`src/logic/field_decoder_consts.vh`:
```
// Constants for the operand size and instruction field decoder
//
// Functional notes
// - Default sizes follow code segment D bit
// - Real and V86 modes force D zero
// - Each size prefix inverts its own default
// - Override lasts for one instruction only
// - Either prefix, any order, same result
// - Prefixes honoured in every operating mode
// - Narrow writes keep upper register bits
// - Width bit: zero byte, one full size
// - Register code from opcode, reg or r/m
// - No width bit: eight full-size registers
// - Width zero: low then high bytes
// - Narrow segment field: ES CS SS DS
// - Wide segment field adds FS, GS
`ifndef FIELD_DECODER_CONSTS_VH
`define FIELD_DECODER_CONSTS_VH

// Prefix byte values (plain defaults, overridable)
`define OSZ_PREFIX   8'h66
`define ASZ_PREFIX   8'h67

// Register code position select
`define POS_OPCODE   2'h0
`define POS_MODRM_REG 2'h1
`define POS_MODRM_RM 2'h2

// Field positions in the bytes
`define OPC_REG_LSB  0
`define MRM_REG_LSB  3
`define MRM_RM_LSB   0
`define HIGH_BYTE_BIT 2

// Operand width codes
`define SZ_BYTE_LO   2'h0
`define SZ_BYTE_HI   2'h1
`define SZ_WORD      2'h2
`define SZ_DWORD     2'h3

// Segment register codes
`define SEG_ES       3'h0
`define SEG_CS       3'h1
`define SEG_SS       3'h2
`define SEG_DS       3'h3
`define SEG_FS       3'h4
`define SEG_GS       3'h5
`define SEG_RSV_LO   3'h6

// Reset values
`define RST_BYTE     8'h00
`define RST_WORD     32'h00000000

`endif

```
`src/logic/operand_size_and_field_decoder.v`:
```
// Operand size resolution and register field decoder
`timescale 1ns/1ps
`include "field_decoder_consts.vh"

module operand_size_and_field_decoder #(
  parameter [7:0] OSZ_CODE = `OSZ_PREFIX,
  parameter [7:0] ASZ_CODE = `ASZ_PREFIX
) (
  input  wire        clk,          // Core clock, 10 MHz
  input  wire        reset_n,      // Async reset, active low
  input  wire        clk_en,       // Freezes all state when low
  input  wire        code_seg_d,   // Code segment default-size bit
  input  wire        real_mode,    // Real address mode
  input  wire        v86_mode,     // V86 mode
  input  wire        byte_valid,   // Instruction byte offered
  input  wire [7:0]  byte_in,      // Instruction byte
  input  wire        other_prefix, // Byte is a non-size prefix
  input  wire        fld_req,      // Field decode request
  input  wire [7:0]  fld_opcode,   // Opcode byte holding reg
  input  wire [7:0]  fld_modrm,    // Mod r/m byte
  input  wire [1:0]  fld_pos,      // Where the reg code sits
  input  wire        fld_w_present, // Width bit exists
  input  wire        fld_w,        // Width bit value
  input  wire        seg_req,      // Segment field decode request
  input  wire        seg_wide,     // Field is the 3-bit form
  input  wire [2:0]  seg_field,    // Segment field bits
  input  wire        wr_req,       // Register write merge request
  input  wire [1:0]  wr_size,      // Width code of the result
  input  wire [31:0] wr_old,       // Current register value
  input  wire [31:0] wr_data,      // Result, low-aligned
  output reg         size_valid_reg, // Opcode seen, sizes valid
  output reg  [7:0]  opcode_reg,   // Opcode that ended prefixes
  output reg         op32_reg,     // Operand size is 32 bits
  output reg         addr32_reg,   // Address size is 32 bits
  output reg         fld_done_reg, // Register decode result
  output reg  [2:0]  gpr_sel_reg,  // Register number
  output reg  [1:0]  gpr_size_reg, // Width code of selection
  output reg         seg_done_reg, // Segment decode result
  output reg  [2:0]  seg_sel_reg,  // Segment register code
  output reg         seg_invalid_reg, // Reserved segment code
  output reg         wr_done_reg,  // Merge result valid
  output reg  [31:0] wr_merged_reg // Value to write back
);

  // ******************************************************
  // Default size
  // ******************************************************
  // Mode inputs win over the D bit; prefixes still apply later
  wire d_eff;
  assign d_eff = code_seg_d & ~real_mode & ~v86_mode;

  // ******************************************************
  // Prefix scanning
  // ******************************************************
  // Sizes are committed only when the opcode byte arrives, so
  // a stalled prefix run never leaks into the current sizes.
  function match_byte;
    input       valid;
    input [7:0] b;
    input [7:0] code;
    begin
      match_byte = valid & (b == code);
    end
  endfunction

  reg        osz_seen_reg;
  reg        asz_seen_reg;
  reg        osz_seen_next;
  reg        asz_seen_next;
  reg        size_valid_next;
  reg  [7:0] opcode_next;
  reg        op32_next;
  reg        addr32_next;
  wire       is_osz;
  wire       is_asz;
  wire       is_opcode;

  assign is_osz    = match_byte(byte_valid, byte_in, OSZ_CODE);
  assign is_asz    = match_byte(byte_valid, byte_in, ASZ_CODE);
  assign is_opcode = byte_valid & ~is_osz & ~is_asz & ~other_prefix;

  always @*
  begin
    osz_seen_next   = osz_seen_reg;
    asz_seen_next   = asz_seen_reg;
    size_valid_next = 1'b0;
    opcode_next     = opcode_reg;
    op32_next       = op32_reg;
    addr32_next     = addr32_reg;
    // Flags only set, so prefix order never matters
    if (is_osz)
    begin
      osz_seen_next = 1'b1;
    end
    if (is_asz)
    begin
      asz_seen_next = 1'b1;
    end
    if (is_opcode)
    begin
      osz_seen_next   = 1'b0;
      asz_seen_next   = 1'b0;
      size_valid_next = 1'b1;
      opcode_next     = byte_in;
      // Toggle works the same in every mode
      op32_next       = d_eff ^ osz_seen_reg;
      addr32_next     = d_eff ^ asz_seen_reg;
    end
  end

  always @(posedge clk or negedge reset_n)
  begin
    if (!reset_n)
    begin
      osz_seen_reg   <= 1'b0;
      asz_seen_reg   <= 1'b0;
      size_valid_reg <= 1'b0;
      opcode_reg     <= `RST_BYTE;
      op32_reg       <= 1'b0;
      addr32_reg     <= 1'b0;
    end
    else if (clk_en)
    begin
      osz_seen_reg   <= osz_seen_next;
      asz_seen_reg   <= asz_seen_next;
      size_valid_reg <= size_valid_next;
      opcode_reg     <= opcode_next;
      op32_reg       <= op32_next;
      addr32_reg     <= addr32_next;
    end
  end

  // ******************************************************
  // Register field decode
  // ******************************************************
  // Sizes from the last opcode; a request must follow
  // size_valid_reg for the matching instruction.
  function [2:0] pick_code;
    input [1:0] pos;
    input [7:0] opc;
    input [7:0] mrm;
    begin
      case (pos)
        `POS_OPCODE:    pick_code = opc[`OPC_REG_LSB +: 3];
        `POS_MODRM_REG: pick_code = mrm[`MRM_REG_LSB +: 3];
        `POS_MODRM_RM:  pick_code = mrm[`MRM_RM_LSB +: 3];
        default:        pick_code = mrm[`MRM_RM_LSB +: 3];
      endcase
    end
  endfunction

  function [1:0] full_size;
    input op32;
    begin
      full_size = op32 ? `SZ_DWORD : `SZ_WORD;
    end
  endfunction

  wire [2:0] reg_code;
  reg        fld_done_next;
  reg  [2:0] gpr_sel_next;
  reg  [1:0] gpr_size_next;

  assign reg_code = pick_code(fld_pos, fld_opcode, fld_modrm);

  // Result holds between requests so a slow consumer can read it late
  always @*
  begin
    fld_done_next = fld_req;
    gpr_sel_next  = gpr_sel_reg;
    gpr_size_next = gpr_size_reg;
    if (fld_req)
    begin
      gpr_sel_next  = reg_code;
      gpr_size_next = full_size(op32_reg);
      if (fld_w_present && !fld_w)
      begin
        // Codes 100..111 are high bytes of the first four
        gpr_sel_next  = {1'b0, reg_code[1:0]};
        gpr_size_next = reg_code[`HIGH_BYTE_BIT] ? `SZ_BYTE_HI
                                                 : `SZ_BYTE_LO;
      end
    end
  end

  always @(posedge clk or negedge reset_n)
  begin
    if (!reset_n)
    begin
      fld_done_reg <= 1'b0;
      gpr_sel_reg  <= 3'h0;
      gpr_size_reg <= `SZ_BYTE_LO;
    end
    else if (clk_en)
    begin
      fld_done_reg <= fld_done_next;
      gpr_sel_reg  <= gpr_sel_next;
      gpr_size_reg <= gpr_size_next;
    end
  end

  // ******************************************************
  // Segment field decode
  // ******************************************************
  reg       seg_done_next;
  reg [2:0] seg_sel_next;
  reg       seg_bad_next;

  always @*
  begin
    seg_done_next = seg_req;
    seg_sel_next  = seg_sel_reg;
    seg_bad_next  = seg_invalid_reg;
    if (seg_req && !seg_wide)
    begin
      seg_bad_next = 1'b0;
      case (seg_field[1:0])
        2'h0:    seg_sel_next = `SEG_ES;
        2'h1:    seg_sel_next = `SEG_CS;
        2'h2:    seg_sel_next = `SEG_SS;
        2'h3:    seg_sel_next = `SEG_DS;
        default: seg_sel_next = `SEG_ES;
      endcase
    end
    else if (seg_req && (seg_field >= `SEG_RSV_LO))
    begin
      // ES is named and flagged invalid, so a load cannot use a reserved code
      seg_sel_next = `SEG_ES;
      seg_bad_next = 1'b1;
    end
    else if (seg_req)
    begin
      // Encodings match the wide field numbering directly
      seg_sel_next = seg_field;
      seg_bad_next = 1'b0;
    end
  end

  always @(posedge clk or negedge reset_n)
  begin
    if (!reset_n)
    begin
      seg_done_reg    <= 1'b0;
      seg_sel_reg     <= `SEG_ES;
      seg_invalid_reg <= 1'b0;
    end
    else if (clk_en)
    begin
      seg_done_reg    <= seg_done_next;
      seg_sel_reg     <= seg_sel_next;
      seg_invalid_reg <= seg_bad_next;
    end
  end

  // ******************************************************
  // Narrow write merge
  // ******************************************************
  function [31:0] merge;
    input [1:0]  sz;
    input [31:0] old;
    input [31:0] dat;
    begin
      case (sz)
        `SZ_BYTE_LO: merge = {old[31:8], dat[7:0]};
        `SZ_BYTE_HI: merge = {old[31:16], dat[7:0], old[7:0]};
        `SZ_WORD:    merge = {old[31:16], dat[15:0]};
        `SZ_DWORD:   merge = dat;
        default:     merge = old;
      endcase
    end
  endfunction

  reg        wr_done_next;
  reg [31:0] wr_merged_next;

  // Merging here spares the register file a read-modify cycle
  always @*
  begin
    wr_done_next   = wr_req;
    wr_merged_next = wr_merged_reg;
    if (wr_req)
    begin
      // Upper bits survive any narrow result
      wr_merged_next = merge(wr_size, wr_old, wr_data);
    end
  end

  always @(posedge clk or negedge reset_n)
  begin
    if (!reset_n)
    begin
      wr_done_reg   <= 1'b0;
      wr_merged_reg <= `RST_WORD;
    end
    else if (clk_en)
    begin
      wr_done_reg   <= wr_done_next;
      wr_merged_reg <= wr_merged_next;
    end
  end

endmodule // operand_size_and_field_decoder

```
`config.mk`:
```
export PLATFORM = sky130hd
export DESIGN_NAME = operand_size_and_field_decoder
export DESIGN_NICKNAME = d
export VERILOG_FILES = /design/src/logic/operand_size_and_field_decoder.v
export VERILOG_INCLUDE_DIRS = /design/src /design/src/logic
export SDC_FILE = /design/constraint.sdc
export NUM_CORES = 1
export LEC_CHECK = 0
export ABC_CLOCK_PERIOD_IN_PS = 1100
export BUFFER_PORTS_ARGS = -buffer_cell sky130_fd_sc_hd__buf_2
export CORE_ASPECT_RATIO = 1.75
export CORE_UTILIZATION = 33
export DETAILED_ROUTE_END_ITERATION = 6
export REMOVE_ABC_BUFFERS = 1
export SLEW_MARGIN = 20
export SYNTH_ARGS = -nofsm -noshare
export SYNTH_HDL_FRONTEND = slang
export SYNTH_SLANG_ARGS = --single-unit
```
`constraint.sdc`:
```
create_clock -name clk -period 1.1 [get_ports clk]
set_input_delay 0.11 -clock clk [delete_from_list [all_inputs] [get_ports clk]]
set_output_delay 0.11 -clock clk [all_outputs]
set_load 0.02 [all_outputs]
```
==> impl_metrics.ini <==
[finish]
instances_no_fill = 513
fillers = 753
area_delta_synth_final_pct = 50.25
largest_reg_flops = 32
multi_input_area_mm2 = 0.001179
antenna-diode-count = 0
register_area_mm2 = 0.001426
nets = 528
drive_gt1_share_pct = 51.77
final_util_pct = 51.32

[synth]
synth_seq_area_share_pct = 52.80
synth.top_cell.area_share_pct = 52.80
synthArstFlopShare_pct = 100.0
muxShareOfSynthArea_pct = 22.33
synthFlopType = dfrtp_1
synth_area_leader_cell = dfrtp_1
synth_compound_area_share_pct = 11.02
synth_xor_area_share_pct = 0.6484
syn_avg_cell_area_um2 = 11.21
synthAdderAreaFrac_pct = 0
synth_warnings = 0
syn-instance-count = 241
synth_top_family_by_area = multiplexers
yosysMostFrequentCell = dfrtp_1
synth_area_mm2 = 0.002701
ys_types = 34
synth_edf_count = 0
yosys_register_bits = 57
synthTopCellsByArea = dfrtp_1 (53%), mux2i_1 (13%), mux2_2 (5.8%)
synth-simple-area-share_pct = 9.588
synthTopCellsByCount = dfrtp_1 (57), mux2i_1 (34), a21oi_1 (26)

[worst_setup_path]
crit_fanout = 12
cp.required_ns = 1.30
endpoint_kind = flip-flop
arrival_ns = 1.22
crit_type = primary input to flip-flop
startpoint_type = primary input

[detailed_routing]
dr.pass1.iters = 4
drc = 0
vias_per_cell = 4.686
via_count = 2404
drt_wl_total_mm = 6.642
antenna_left = 0
drtIter0Drc = 103
wl_per_cell_um = 12.95

[clock_network]
cts_tree = yes
postCtsSetupBuffers = 0
cts_buffers = 9
cts_buffer_depth = 2
root_buffer = clkbuf_16
htreeDepth = 3
insertion_delay_ns = 0.32
clk_pin_slew_ns = 0.05
clock_sinks = 57

[floorplan]
ios = 164
dieArea_mm2 = 0.008566
die_x_um = 70.40
rows = 43
start_util_pct = 34.16
core-area_mm2 = 0.007909
die_h_um = 121.7

[sta]
tightest_slew_ns = 0.3109
max_slew_margin_pct = 79.27
fin_setup_tns_ns = 0
period_share_pct = 92.27
rsz0062_at_grt = no
hold_violations = 0
min_period_ns = 1.015
fmax_mhz = 985.2
report.final.slew_viol_count = 0
clock_skew_ns = 0.005799
setup_violations = 0

[global_routing]
antenna_found_initial = 0
grt_max_degree = 58
overflow = 0
grt_pass1_vias = 2319
gr-usage-all-layers_pct = 16.06
grt_pass1_wl_mm = 10.48

[power]
power.density_mw_per_mm2 = 1689
peakVddDrop_mv = 0.8347
p_leak_nw = 2.127
finalPower_mw = 6.855

[place]
routabilityCongestion = 0.7712
hpwlAfterDp_mm = 5.301
port_buffers = 156
numPlacedInstances = 497

[run_status]
status = complete, no violations

[run]
maxCapViolations = 0

[worst_hold_path]
hold_class = primary input to flip-flop
==> per-layer routing <==
metal  track usage (%)  vias to the layer above  routed length, µm
li1                  -                     1208                  -
met1             16.02                     1096               2380
met2             28.63                       86               3642
met3             5.294                       14                446
met4             9.250                        0                173
met5                 0                        -                  0
==> path summary, 6_finish.rpt <==
check	start	endpoint	slack, ns	depth (start not counted)
hold / removal	byte_in[0]	osz_seen_reg	0.02	2
hold reg to reg	wr_done_reg	wr_done_reg	0.48	1
setup / recovery	byte_in[5]	opcode_reg[6]	0.08	5
max in group asynchronous	reset_n	seg_done_reg	0.51	3
min in group asynchronous	reset_n	gpr_sel_reg[0]	0.31	3
setup reg to reg	asz_seen_reg	addr32_reg	0.17	2
==> metrics by stage <==
| step | setup slack, ns | area [µm²] | hold slack, ns |
|---|---|---|---|
| 3_3_place_gp | -0.2066 | 3752 | 0.1367 |
| 5_1_grt | 0.06181 | 4059 | 0.02860 |
| 4_1_cts | 0.07775 | 4059 | 0.005828 |
| 6_report | 0.08498 | 4059 | 0.02250 |
| 2_1_floorplan | -0.6035 | 2623 | -0.1856 |
| 3_5_place_dp | -0.2520 | 3752 | 0.1353 |
==> cells by family after synthesis <==
kind of cell           Yosys count
AO/OA/AOI/OAI                   52
XOR/XNOR                         2
buffers and inverters           18
flip-flops                      57
multiplexers                    55
AND/OR/NAND/NOR                 57
==> cell usage in the layout, fill, tap and decap left out, types with 2 or more instances in the layout <==
cell type / Yosys / layout
o21ai_0: 17 / 17
mux2_2: 14 / 14
nor3b_1: 2 / 2
nand2_1: 20 / 20
buf_4: 4 / 18
mux2i_1: 34 / 34
a21oi_1: 26 / 26
buf_12: 0 / 5
inv_1: 5 / 5
clkbuf_16: 0 / 9
nor2_1: 24 / 24
clkinv_2: 0 / 2
buf_2: 6 / 156
nand4_1: 2 / 2
mux2_4: 7 / 7
dfrtp_1: 57 / 57
nand2b_1: 2 / 2
clkbuf_8: 0 / 2
==> worst max-delay path, stage by stage <==
cell and delay [ns]:
buf_2 0.10, and4bb_1 0.23, a41oi_2 0.26, buf_12 0.18, mux2_2 0.34
==> report_power, final <==
group          switching [mW]  leakage [nW]  internal [mW]  total (mW)
combinational           0.881          1.31          0.703        1.58
sequential              0.147         0.671           2.40        2.55
clock                   0.873         0.148           1.85        2.72
total                    1.90          2.13           4.95        6.86
==> layout make-up <==
type                       instances  area share, %
clock buffer                      12          6.319
clock inverter                     3         0.9864
inverter                           5         0.4624
multi-input combinational        166          29.04
sequential                        57          35.14
tap                               90          2.774
timing repair buffer             180          25.28
==> what timing repair did <==
action / 4_1_cts / 5_1_grt
setup endpoints to repair: 0 / 0
endpoints found under the hold margin: 57 / 0
resized for setup: 0 / 0
hold buffers: 1 / 0
No activity file was read; power rests on OpenSTA's default activity.
